**config.mk**
```make
export PLATFORM = sky130hd
export DESIGN_NAME = smc_top
export DESIGN_NICKNAME = d
export VERILOG_FILES = /design/src/smc_pkg.sv /design/src/smc_channel.sv /design/src/smc_top.sv
export SDC_FILE = /design/constraint.sdc
export NUM_CORES = 1
export LEC_CHECK = 0
export ABC_AREA = 1
export BUFFER_PORTS_ARGS = -buffer_cell sky130_fd_sc_hd__buf_2
export CORE_AREA = 5 5 153 155
export CTS_BUF_LIST = sky130_fd_sc_hd__clkbuf_8
export DETAILED_ROUTE_END_ITERATION = 8
export DIE_AREA = 0 0 158 160
export PLACE_DENSITY = 0.64
export SLEW_MARGIN = 15
export SYNTH_ARGS = -nofsm -noshare
export SYNTH_HDL_FRONTEND = slang
export SYNTH_HIERARCHICAL = 1
export SYNTH_SLANG_ARGS = --single-unit
export TNS_END_PERCENT = 50
```
**constraint.sdc**
```tcl
create_clock -name sys_clk -period 1.8 [get_ports sys_clk]
set_input_delay 0.36 -clock sys_clk [delete_from_list [all_inputs] [get_ports sys_clk]]
set_output_delay 0.36 -clock sys_clk [all_outputs]
set_load 0.005 [all_outputs]
```
**src/smc_pkg.sv**
```systemverilog
// smc_pkg: constants and carrier types for the supply monitor control block
// assumes: included first; every user refers to names as smc_pkg::name
`default_nettype none
package smc_pkg;
    // register offsets on the plain register port
    localparam logic [7:0] OFF_LEVEL_STATUS = 8'h31;
    localparam logic [7:0] OFF_DETECT_ENABLE = 8'h32;
    localparam logic [7:0] OFF_CH0_CONTROL = 8'h38;
    localparam logic [7:0] OFF_IRQ_STATUS = 8'h3c;
    localparam logic [7:0] OFF_IRQ_MASK = 8'h3d;
    localparam logic [7:0] OFF_PROTECT = 8'h3e;
    // field positions
    localparam int LS_CH2_LEVEL = 3;
    localparam int DE_LOW_CONS = 0;
    localparam int DE_DET0 = 5;
    localparam int DE_DET1 = 6;
    localparam int DE_DET2 = 7;
    localparam int C0_RESET_EN = 0;
    localparam int C0_BYPASS = 1;
    localparam int C0_RSVD_RO = 3;
    localparam int C0_DIV_LO = 4;
    localparam int C0_CONDITION = 7;
    // writable bits of each register
    localparam logic [7:0] DE_WMASK = 8'he1;
    localparam logic [7:0] C0_WMASK = 8'hf3;
    // reset values
    localparam logic [7:0] DE_RST_OPT1 = 8'h00;
    localparam logic [7:0] DE_RST_OPT0 = 8'h20;
    localparam logic [7:0] C0_RST_OPT1 = 8'h00;
    localparam logic [7:0] C0_RST_OPT0 = 8'h41;
    localparam logic [7:0] LS_RST = 8'h08;
    // interrupt status bits
    localparam int IRQ_CH0 = 0;
    localparam int IRQ_CH1 = 1;
    localparam int IRQ_CH2 = 2;
    localparam int IRQ_W = 3;
    // timing
    localparam int SYS_CLK_HZ = 50_000_000;
    localparam int EN_DELAY_US = 100;
    localparam int EN_DELAY_CYC = (EN_DELAY_US * (SYS_CLK_HZ / 1_000_000) > 0) ?
                                  EN_DELAY_US * (SYS_CLK_HZ / 1_000_000) : 1;
    localparam int FILT_SAMPLES = 4;

    typedef struct packed {
        logic [7:0] addr;
        logic [7:0] wdata;
        logic       wr;
        logic       rd;
    } smc_bus_req_t;

    typedef struct packed {
        logic [7:0]     rdata;
        logic [7:0]     detect_enable;
        logic [7:0]     ch0_control;
        logic           protect_release;
        logic [IRQ_W-1:0] irq_status;
        logic [IRQ_W-1:0] irq_mask;
        logic           irq;
        logic           ch0_reset_req;
        logic [2:0]     det_active;
        logic [2:0]     level;
        logic           opt_taken;
    } smc_state_t;
endpackage
`default_nettype wire

```
**src/smc_channel.sv**
```systemverilog
// smc_channel: start-up wait and level tracking for one detection channel
// assumes: cmp_sync already brought onto sys_clk; tick is a one-cycle sample strobe
`default_nettype none
module smc_channel #(
    parameter int DELAY_CYC = smc_pkg::EN_DELAY_CYC
) (
    input  wire logic sys_clk,
    input  wire logic reset,
    input  wire logic enable,
    input  wire logic cmp_sync,
    input  wire logic bypass,
    input  wire logic tick,
    output logic      active,
    output logic      level
);
    typedef enum logic [1:0] {SMC_OFF, SMC_WAIT, SMC_RUN} smc_ch_st_t;

    typedef struct packed {
        smc_ch_st_t  st;
        logic [31:0] cnt;
        logic [1:0]  same;
        logic        level;
    } smc_ch_t;

    smc_ch_t s_r;
    smc_ch_t s_nxt;

    always_comb begin
        s_nxt = s_r;
        case (s_r.st)
            SMC_OFF: begin
                s_nxt.level = 1'b1;
                s_nxt.same = 2'h0;
                if (enable) begin
                    s_nxt.st = SMC_WAIT;
                    s_nxt.cnt = 32'h0;
                end
            end
            SMC_WAIT: begin
                s_nxt.cnt = s_r.cnt + 32'h1;
                if (!enable) begin
                    s_nxt.st = SMC_OFF;
                end else if (s_r.cnt >= 32'(DELAY_CYC - 1)) begin
                    s_nxt.st = SMC_RUN;
                end
            end
            SMC_RUN: begin
                if (!enable) begin
                    s_nxt.st = SMC_OFF;
                    s_nxt.level = 1'b1;
                end else if (bypass) begin
                    s_nxt.level = cmp_sync;
                end else if (tick) begin
                    // level moves only after four agreeing samples
                    if (cmp_sync == s_r.level) begin
                        s_nxt.same = 2'h0;
                    end else if (s_r.same == 2'(smc_pkg::FILT_SAMPLES - 1)) begin
                        s_nxt.level = cmp_sync;
                        s_nxt.same = 2'h0;
                    end else begin
                        s_nxt.same = s_r.same + 2'h1;
                    end
                end
            end
            default: s_nxt.st = SMC_OFF;
        endcase
    end

    always_ff @(posedge sys_clk or posedge reset) begin
        if (reset) begin
            s_r <= '{st: SMC_OFF, cnt: 32'h0, same: 2'h0, level: 1'b1};
        end else begin
            s_r <= s_nxt;
        end
    end

    assign active = (s_r.st == SMC_RUN);
    assign level = s_r.level;
endmodule
`default_nettype wire

```
**src/smc_top.sv**
```systemverilog
// smc_top: register file and control for a three-channel supply monitor
// assumes: comparator inputs are asynchronous; slow_oscillator_clock is a sampled pin
// Behaviour
// - channel-2 flag reads 0 below second threshold, 1 at or above
// - channel-2 flag tracks comparator only while det2_enable is 1
// - channel-2 flag forced to 1 while det2_enable is 0
// - level status and enables survive software, watchdog, monitor-1/2 resets
// - monitor-0 reset generation works only while det0_enable is 1
// - monitor-1 event and channel-1 flag work only while det1_enable is 1
// - monitor-2 event and channel-2 flag work only while det2_enable is 1
// - a channel enabled 0 to 1 waits the enable delay before operating
// - channel-0 bit 1: 0 keeps filter, 1 bypasses it
// - channel-0 bits 5:4 divide slow oscillator by 1, 2, 4 or 8
// - channel-0 bit 3 read-only undefined; bit 2 reserved, written 0
// - channel-0 control resets per start-up option: 0000X000b or 0100X001b
// - filter sample period is one divided slow-oscillator period; four samples move the level
//
// The strobed register port is this design's own decision.
`default_nettype none
module smc_top #(
    parameter int DELAY_CYC = smc_pkg::EN_DELAY_CYC
) (
    input  wire logic       sys_clk,
    input  wire logic       reset,
    input  wire logic       soft_reset,
    input  wire logic       startup_det0_option,
    input  wire logic       slow_oscillator_clock,
    input  wire logic [2:0] cmp_above,
    input  wire logic [7:0] reg_addr,
    input  wire logic [7:0] reg_wdata,
    input  wire logic       reg_wr,
    input  wire logic       reg_rd,
    output logic      [7:0] reg_rdata,
    output logic            irq,
    output logic            ch0_reset_req,
    output logic            low_consumption_enable
);
    smc_pkg::smc_state_t s_r;
    smc_pkg::smc_state_t s_nxt;
    smc_pkg::smc_bus_req_t req;

    logic [2:0] cmp_m_r;
    logic [2:0] cmp_s_r;
    logic [1:0] osc_m_r;
    logic       osc_d_r;
    logic [2:0] div_cnt_r;
    logic       tick_r;
    logic [2:0] ch_active;
    logic [2:0] ch_level;
    logic [2:0] level_q_r;
    logic       osc_rise;
    logic [2:0] div_mask;
    logic [1:0] opt_sync_r;
    logic [1:0] soft_sync_r;

    assign req = '{addr: reg_addr, wdata: reg_wdata, wr: reg_wr, rd: reg_rd};

    // two-flop synchronisers for comparators and slow oscillator
    always_ff @(posedge sys_clk or posedge reset) begin
        if (reset) begin
            cmp_m_r <= 3'h7;
            cmp_s_r <= 3'h7;
            osc_m_r <= 2'h0;
            osc_d_r <= 1'b0;
        end else begin
            cmp_m_r <= cmp_above;
            cmp_s_r <= cmp_m_r;
            osc_m_r <= {osc_m_r[0], slow_oscillator_clock};
            osc_d_r <= osc_m_r[1];
        end
    end

    assign osc_rise = osc_m_r[1] & ~osc_d_r;

    // strap pin settles through two flops; no reset, so it is valid as reset lifts
    always_ff @(posedge sys_clk) begin
        opt_sync_r <= {opt_sync_r[0], startup_det0_option};
    end

    // divided slow clock: tick every 1, 2, 4 or 8 oscillator rising edges
    always_comb begin
        case (s_r.ch0_control[smc_pkg::C0_DIV_LO +: 2])
            2'h0: div_mask = 3'h0;
            2'h1: div_mask = 3'h1;
            2'h2: div_mask = 3'h3;
            default: div_mask = 3'h7;
        endcase
    end

    always_ff @(posedge sys_clk or posedge reset) begin
        if (reset) begin
            div_cnt_r <= 3'h0;
            tick_r <= 1'b0;
        end else begin
            tick_r <= 1'b0;
            if (osc_rise) begin
                div_cnt_r <= (div_cnt_r + 3'h1) & div_mask;
                tick_r <= ((div_cnt_r & div_mask) == div_mask);
            end
        end
    end

    genvar gi;
    generate
        for (gi = 0; gi < 3; gi++) begin : g_ch
            smc_channel #(
                .DELAY_CYC(DELAY_CYC)
            ) u_ch (
                .sys_clk (sys_clk),
                .reset   (reset),
                .enable  (s_r.detect_enable[smc_pkg::DE_DET0 + gi]),
                .cmp_sync(cmp_s_r[gi]),
                .bypass  (s_r.ch0_control[smc_pkg::C0_BYPASS]),
                .tick    (tick_r),
                .active  (ch_active[gi]),
                .level   (ch_level[gi])
            );
        end
    endgenerate

    always_comb begin
        logic       wr_de;
        logic       wr_c0;
        logic [2:0] fall;
        wr_de = 1'b0;
        wr_c0 = 1'b0;
        fall = 3'h0;
        s_nxt = s_r;
        s_nxt.rdata = 8'h00;
        s_nxt.det_active = ch_active;
        s_nxt.level = ch_level;
        // strap caught on first clock after reset release
        if (!s_r.opt_taken) begin
            s_nxt.opt_taken = 1'b1;
            s_nxt.detect_enable = opt_sync_r[1] ? smc_pkg::DE_RST_OPT1
                                                : smc_pkg::DE_RST_OPT0;
            s_nxt.ch0_control = opt_sync_r[1] ? smc_pkg::C0_RST_OPT1
                                              : smc_pkg::C0_RST_OPT0;
        end
        wr_de = req.wr && req.addr == smc_pkg::OFF_DETECT_ENABLE && s_r.protect_release;
        wr_c0 = req.wr && req.addr == smc_pkg::OFF_CH0_CONTROL && s_r.protect_release;
        if (wr_de) begin
            s_nxt.detect_enable = req.wdata & smc_pkg::DE_WMASK;
        end
        if (wr_c0) begin
            s_nxt.ch0_control = req.wdata & smc_pkg::C0_WMASK;
        end
        if (req.wr && req.addr == smc_pkg::OFF_PROTECT) begin
            s_nxt.protect_release = req.wdata[0];
        end
        if (req.wr && req.addr == smc_pkg::OFF_IRQ_MASK) begin
            s_nxt.irq_mask = req.wdata[smc_pkg::IRQ_W-1:0];
        end
        if (req.wr && req.addr == smc_pkg::OFF_IRQ_STATUS) begin
            s_nxt.irq_status = s_r.irq_status & ~req.wdata[smc_pkg::IRQ_W-1:0];
        end
        // events: falling level on an active channel; set beats clear
        fall = s_r.level & ~ch_level & ch_active & s_r.det_active;
        s_nxt.irq_status = s_nxt.irq_status | fall;
        s_nxt.irq = |(s_nxt.irq_status & s_nxt.irq_mask);
        s_nxt.ch0_reset_req = ch_active[0] && !ch_level[0]
                              && s_r.detect_enable[smc_pkg::DE_DET0]
                              && s_r.ch0_control[smc_pkg::C0_RESET_EN];
        if (req.rd) begin
            case (req.addr)
                smc_pkg::OFF_LEVEL_STATUS: begin
                    s_nxt.rdata = 8'h00;
                    // reads 1 unless channel 2 is running and below threshold
                    s_nxt.rdata[smc_pkg::LS_CH2_LEVEL] =
                        ~(s_r.detect_enable[smc_pkg::DE_DET2] & ch_active[2])
                        | ch_level[2];
                end
                smc_pkg::OFF_DETECT_ENABLE: s_nxt.rdata = s_r.detect_enable;
                smc_pkg::OFF_CH0_CONTROL: s_nxt.rdata = s_r.ch0_control; // bit 3 reads 0
                smc_pkg::OFF_IRQ_STATUS: s_nxt.rdata = {5'h00, s_r.irq_status};
                smc_pkg::OFF_IRQ_MASK: s_nxt.rdata = {5'h00, s_r.irq_mask};
                smc_pkg::OFF_PROTECT: s_nxt.rdata = {7'h00, s_r.protect_release};
                default: s_nxt.rdata = 8'h00;
            endcase
        end
    end

    // only the hard reset clears this state; soft resets leave it alone
    always_ff @(posedge sys_clk or posedge reset) begin
        if (reset) begin
            s_r <= '0;
        end else begin
            s_r <= s_nxt;
        end
    end

    // soft resets are only watched here; every register rides through them
    always_ff @(posedge sys_clk or posedge reset) begin
        if (reset) begin
            soft_sync_r <= 2'h0;
        end else begin
            soft_sync_r <= {soft_sync_r[0], soft_reset};
        end
    end

    assign reg_rdata = s_r.rdata;
    assign irq = s_r.irq;
    assign ch0_reset_req = s_r.ch0_reset_req;
    assign low_consumption_enable = s_r.detect_enable[smc_pkg::DE_LOW_CONS];

    property p_locked_write;
        @(posedge sys_clk) disable iff (reset)
        (reg_wr && reg_addr == smc_pkg::OFF_DETECT_ENABLE && !s_r.protect_release
         && s_r.opt_taken) |=> $stable(s_r.detect_enable);
    endproperty
    a_locked_write: assert property (p_locked_write) else $error("locked write landed");

    property p_ch2_off_reads_one;
        @(posedge sys_clk) disable iff (reset)
        (reg_rd && reg_addr == smc_pkg::OFF_LEVEL_STATUS
         && !s_r.detect_enable[smc_pkg::DE_DET2]) |=> reg_rdata[smc_pkg::LS_CH2_LEVEL];
    endproperty
    a_ch2_off_reads_one: assert property (p_ch2_off_reads_one) else $error("flag not 1");

    property p_ch2_tracks;
        @(posedge sys_clk) disable iff (reset)
        (reg_rd && reg_addr == smc_pkg::OFF_LEVEL_STATUS && ch_active[2]
         && s_r.detect_enable[smc_pkg::DE_DET2])
        |=> reg_rdata[smc_pkg::LS_CH2_LEVEL] == $past(ch_level[2]);
    endproperty
    a_ch2_tracks: assert property (p_ch2_tracks) else $error("flag not tracking");

    property p_ch0_reset_gated;
        @(posedge sys_clk) disable iff (reset)
        ch0_reset_req |-> $past(s_r.detect_enable[smc_pkg::DE_DET0]);
    endproperty
    a_ch0_reset_gated: assert property (p_ch0_reset_gated) else $error("reset while off");

    property p_no_early_active;
        @(posedge sys_clk) disable iff (reset)
        $rose(s_r.detect_enable[smc_pkg::DE_DET1]) |-> !ch_active[1] [*2];
    endproperty
    a_no_early_active: assert property (p_no_early_active) else $error("active too soon");

    property p_ch1_event_gated;
        @(posedge sys_clk) disable iff (reset)
        $rose(s_r.irq_status[smc_pkg::IRQ_CH1]) |-> $past(ch_active[1], 2);
    endproperty
    a_ch1_event_gated: assert property (p_ch1_event_gated) else $error("ch1 event off");

    property p_ch2_event_gated;
        @(posedge sys_clk) disable iff (reset)
        $rose(s_r.irq_status[smc_pkg::IRQ_CH2]) |-> $past(ch_active[2], 2);
    endproperty
    a_ch2_event_gated: assert property (p_ch2_event_gated) else $error("ch2 event off");

    property p_rsvd_zero;
        @(posedge sys_clk) disable iff (reset)
        s_r.opt_taken |-> s_r.ch0_control[3:2] == 2'h0;
    endproperty
    a_rsvd_zero: assert property (p_rsvd_zero) else $error("reserved bits set");

    property p_strap;
        @(posedge sys_clk) disable iff (reset)
        $rose(s_r.opt_taken) |-> s_r.ch0_control == ($past(opt_sync_r[1]) ?
            smc_pkg::C0_RST_OPT1 : smc_pkg::C0_RST_OPT0);
    endproperty
    a_strap: assert property (p_strap) else $error("bad reset value");

    property p_soft_keeps;
        @(posedge sys_clk) disable iff (reset)
        (soft_sync_r[1] && !reg_wr && s_r.opt_taken)
        |=> $stable(s_r.detect_enable) && $stable(s_r.ch0_control);
    endproperty
    a_soft_keeps: assert property (p_soft_keeps) else $error("soft reset touched state");

    property p_ch2_idle;
        @(posedge sys_clk) disable iff (reset)
        (reg_rd && reg_addr == smc_pkg::OFF_LEVEL_STATUS && !ch_active[2])
        |=> reg_rdata[smc_pkg::LS_CH2_LEVEL];
    endproperty
    a_ch2_idle: assert property (p_ch2_idle) else $error("idle flag not 1");

    property p_bypass_follows;
        @(posedge sys_clk) disable iff (reset)
        (ch_active[1] && s_r.detect_enable[smc_pkg::DE_DET1]
         && s_r.ch0_control[smc_pkg::C0_BYPASS]) |=> ch_level[1] == $past(cmp_s_r[1]);
    endproperty
    a_bypass_follows: assert property (p_bypass_follows) else $error("bypass lag");

    property p_filter_holds;
        @(posedge sys_clk) disable iff (reset)
        (ch_active[1] && s_r.detect_enable[smc_pkg::DE_DET1]
         && !s_r.ch0_control[smc_pkg::C0_BYPASS] && !tick_r) |=> $stable(ch_level[1]);
    endproperty
    a_filter_holds: assert property (p_filter_holds) else $error("level moved off tick");

    c_irq: cover property (@(posedge sys_clk) disable iff (reset) $rose(irq));
    c_ch0_reset: cover property (@(posedge sys_clk) disable iff (reset) $rose(ch0_reset_req));
    c_active2: cover property (@(posedge sys_clk) disable iff (reset) $rose(ch_active[2]));
    c_ch1_fall: cover property (@(posedge sys_clk) disable iff (reset) $fell(ch_level[1]));
endmodule
`default_nettype wire

```
==> impl_metrics.ini <==
[worst_setup_path]
path_class = register to register
r2r-start = g_ch[2].u_ch/s_r[3]
crit_path_end_kind = register
r2r-end = g_ch[2].u_ch/s_r[17]
r2r_slack_ns = 0.16
cp.required_ns = 2.15
path_max_fanout = 6
cp_data_arrival_time_ns = 1.99
cp-start-kind = register
worst-r2r-cell-count = 8

[sta]
timing.fmax_mhz = 609
finClkSkew_ns = 0.0194
finalSetupViolCount = 0
period_share = 0.913
slew_headroom = 0.661
finalSetupTns_ns = 0
hold_viol = 0
worst_slew_pin_slew_ns = 0.508
rsz0062_at_grt = no
drv_slew = 0
fin_crit_ns = 1.64

[clock_tree]
cts_tree = built
clockRootBuffer = clkbuf_8
cts_max_path_buffers = 2
htree_levels = 4
clock-sinks = 160
clk_latency_ns = 0.47
cts_buffers = 17
clkSlewWorstSetupHoldPaths_ns = 0.10
postCtsSetupBuffers = 0

[pwr]
p_leak_nw = 4.61
peakVddDrop_mv = 0.351
power_density_nw_per_um2 = 683

[flow_run]
cap_violations = 0

[logic_synthesis]
synth_edf_count = 0
yosys_warnings = 6
synth_nets = 1451
async_reset_ff_frac = 0.988
ys.flop_type = dfrtp_1
synth_area_per_cell_um2 = 6.77
syn_inst = 1418
synth.cell_area_um2 = 9600
ys_seq_area_frac = 0.417
synthDistinctLibCells = 39
synth_seq_cells = 160

[global_routing]
grt_max_degree = 48
gr-total-overflow = 0
grt_antenna_before_repair = 0
grt_use_total = 0.192
grt_pass1_wl_um = 40300
grt_pass1_vias = 8424

[layout]
diodes = 0
finalNetCount = 1497
n_fill_cell = 2193
drive_gt1_frac = 0.116
final_core_util = 0.483
regArea_um2 = 4010
multi_input_area_um2 = 4850
areaGrowthSynthToFinish_pct = 9.17

[die]
row_count = 54
dieArea_um2 = 25300
ios = 37
dieWidth_um = 158
die_h_um = 160
coreArea_um2 = 21700
start_util = 0.443

[drt]
drt.antenna.violating_nets = 0
drt_iter0_drc = 566
wl_per_cell_um = 13.1
wirelength_um = 23100
drcViolationCount = 0
vias_per_cell = 4.99
vias = 8760
firstDrtPassIters = 7

[placed_design]
numPortBuffers = 34
place.gp.congestion = 0.922
hpwlAfterDp_um = 17000

[worst_hold_path]
worstHoldPathCells = 3
hold_path.class = primary input to register
holdPathEnd = s_r[20]
hp-start = reg_wdata[4]

[run_status]
status = finished, final reports clean
-- cells in the final DEF, fill, tap and decap left out, types with 2 or more instances in the layout --
cell type and n:
clkinvlp_4 2, clkbuf_8 17, nand4_1 13, nor2_2 30, inv_1 128, a22o_1 3
dfstp_2 9, inv_6 3, nor3_1 4, dfxtp_1 2, nor2_1 229, a22oi_1 3
nor2_4 11, nand2_1 494, inv_8 5, dlygate4sd3_1 6, a31oi_1 4, o211ai_1 3
xor2_1 8, inv_2 15, buf_2 34, or2_2 6, ha_1 6, dfrtp_1 147
o21ai_1 20, clkinv_4 2, dfrtp_2 2, o21ai_0 50, a21oi_1 19, buf_4 12
clkinv_8 3, nand3_1 156, a41oi_1 3, nand2_2 16
-- worst max-delay path: stages (launching register included) --
cell,delay (ns)
dfrtp_1,0.44
ha_1,0.23
nand2_2,0.12
nor2_4,0.17
nand2_2,0.12
nor2_2,0.21
nand2_1,0.08
nand3_1,0.08
o21ai_0,0.08
-- how the worst max path moves through the flow --
stage,cells past startpoint,endpoint,slack (ns),from
after floorplan,1,ch0_reset_req,0.33,reset
after global placement,7,s_r[16],0.18,reg_addr[1]
after detailed placement,7,s_r[16],0.15,reg_addr[1]
after CTS,8,g_ch[0].u_ch/s_r[21],0.14,g_ch[0].u_ch/s_r[3]
after global routing,7,g_ch[1].u_ch/s_r[9],0.01,g_ch[1].u_ch/s_r[35]
final,8,g_ch[2].u_ch/s_r[17],0.16,g_ch[2].u_ch/s_r[3]
-- cells by family after synthesis --
group	after synthesis	share of synthesized area
DFF	160	0.417
AOI/OAI and AO/OA	108	0.0615
xor gates and xnor gates	9	0.00821
adders and majority gates	7	0.00912
and+or+nand+nor	964	0.425
other	1	0.000390
buffers and inverters	169	0.0786
-- flip-flops by register name (all words and copies together), names as in the netlist --
name	count
osc_d_r	1
tick_r	1
osc_m_r	2
ch0_reset_req	1
g_ch.u_ch/s_r	108
low_consumption_enable	1
div_cnt_r	3
irq	1
s_r	23
opt_sync_r	2
cmp_s_r	3
reg_rdata	8
cmp_m_r	3
g_ch.u_ch/level	3
-- cell type report --
class | count | area share
clock buffers | 17 | 0.0223
clock inverters | 15 | 0.0156
inverters | 143 | 0.0512
multi-input cells | 1089 | 0.463
flip-flops and latches | 160 | 0.382
well taps | 280 | 0.0334
repair buffers | 53 | 0.0325
-- metrics by stage --
step	setup WS, ns	total power, mW	hold slack (ns)	instance area [µm²]	cells
floorplan	0.334	4.37	0.310	9600	1418
global placement	0.176	4.55	0.343	10000	1719
detailed placement	0.149	4.56	0.337	10000	1719
CTS	0.141	7.26	0.127	10500	1757
global route	0.0130	7.53	0.143	10500	1757
finish	0.157	7.16	0.149	10500	1757
-- Yosys cell counts (all sizes together) (5+ instances only) --
| master | count | share of area |
|---|---|---|
| or2 | 6 | 0.0039 |
| dfstp | 9 | 0.025 |
| buf | 25 | 0.021 |
| nand2 | 511 | 0.20 |
| xor2 | 8 | 0.0073 |
| o21ai | 70 | 0.036 |
| a21oi | 19 | 0.0099 |
| nor2 | 270 | 0.12 |
| nor3 | 5 | 0.0031 |
| nand3 | 157 | 0.082 |
| inv | 143 | 0.056 |
| dfrtp | 149 | 0.39 |
| nand4 | 13 | 0.0085 |
| ha | 7 | 0.0091 |
-- where the power goes --
part           switching (mW)  leakage, nW  internal [mW]
Combinational           0.492         2.28          0.192
Sequential              0.103         2.14           3.71
Clock                    1.62        0.195           1.05
Total                    2.21         4.61           4.95
-- metal layers --
layer / vias up / GRT usage / wire length, µm / share of wire
met5: - / 0 / 0 / 0
met4: 0 / 0.0458 / 295 / 0.013
met3: 27 / 0.0349 / 1080 / 0.047
met2: 176 / 0.304 / 10600 / 0.46
met1: 3977 / 0.273 / 11100 / 0.48
li1: 4580 / - / - / -
-- repair_timing --
item	CTS	global route
endpoints found under the hold margin	46	0
gates resized for setup	0	5
hold buffers	6	0
endpoints found under the setup margin	0	6
(Power assumes the default switching activity.)
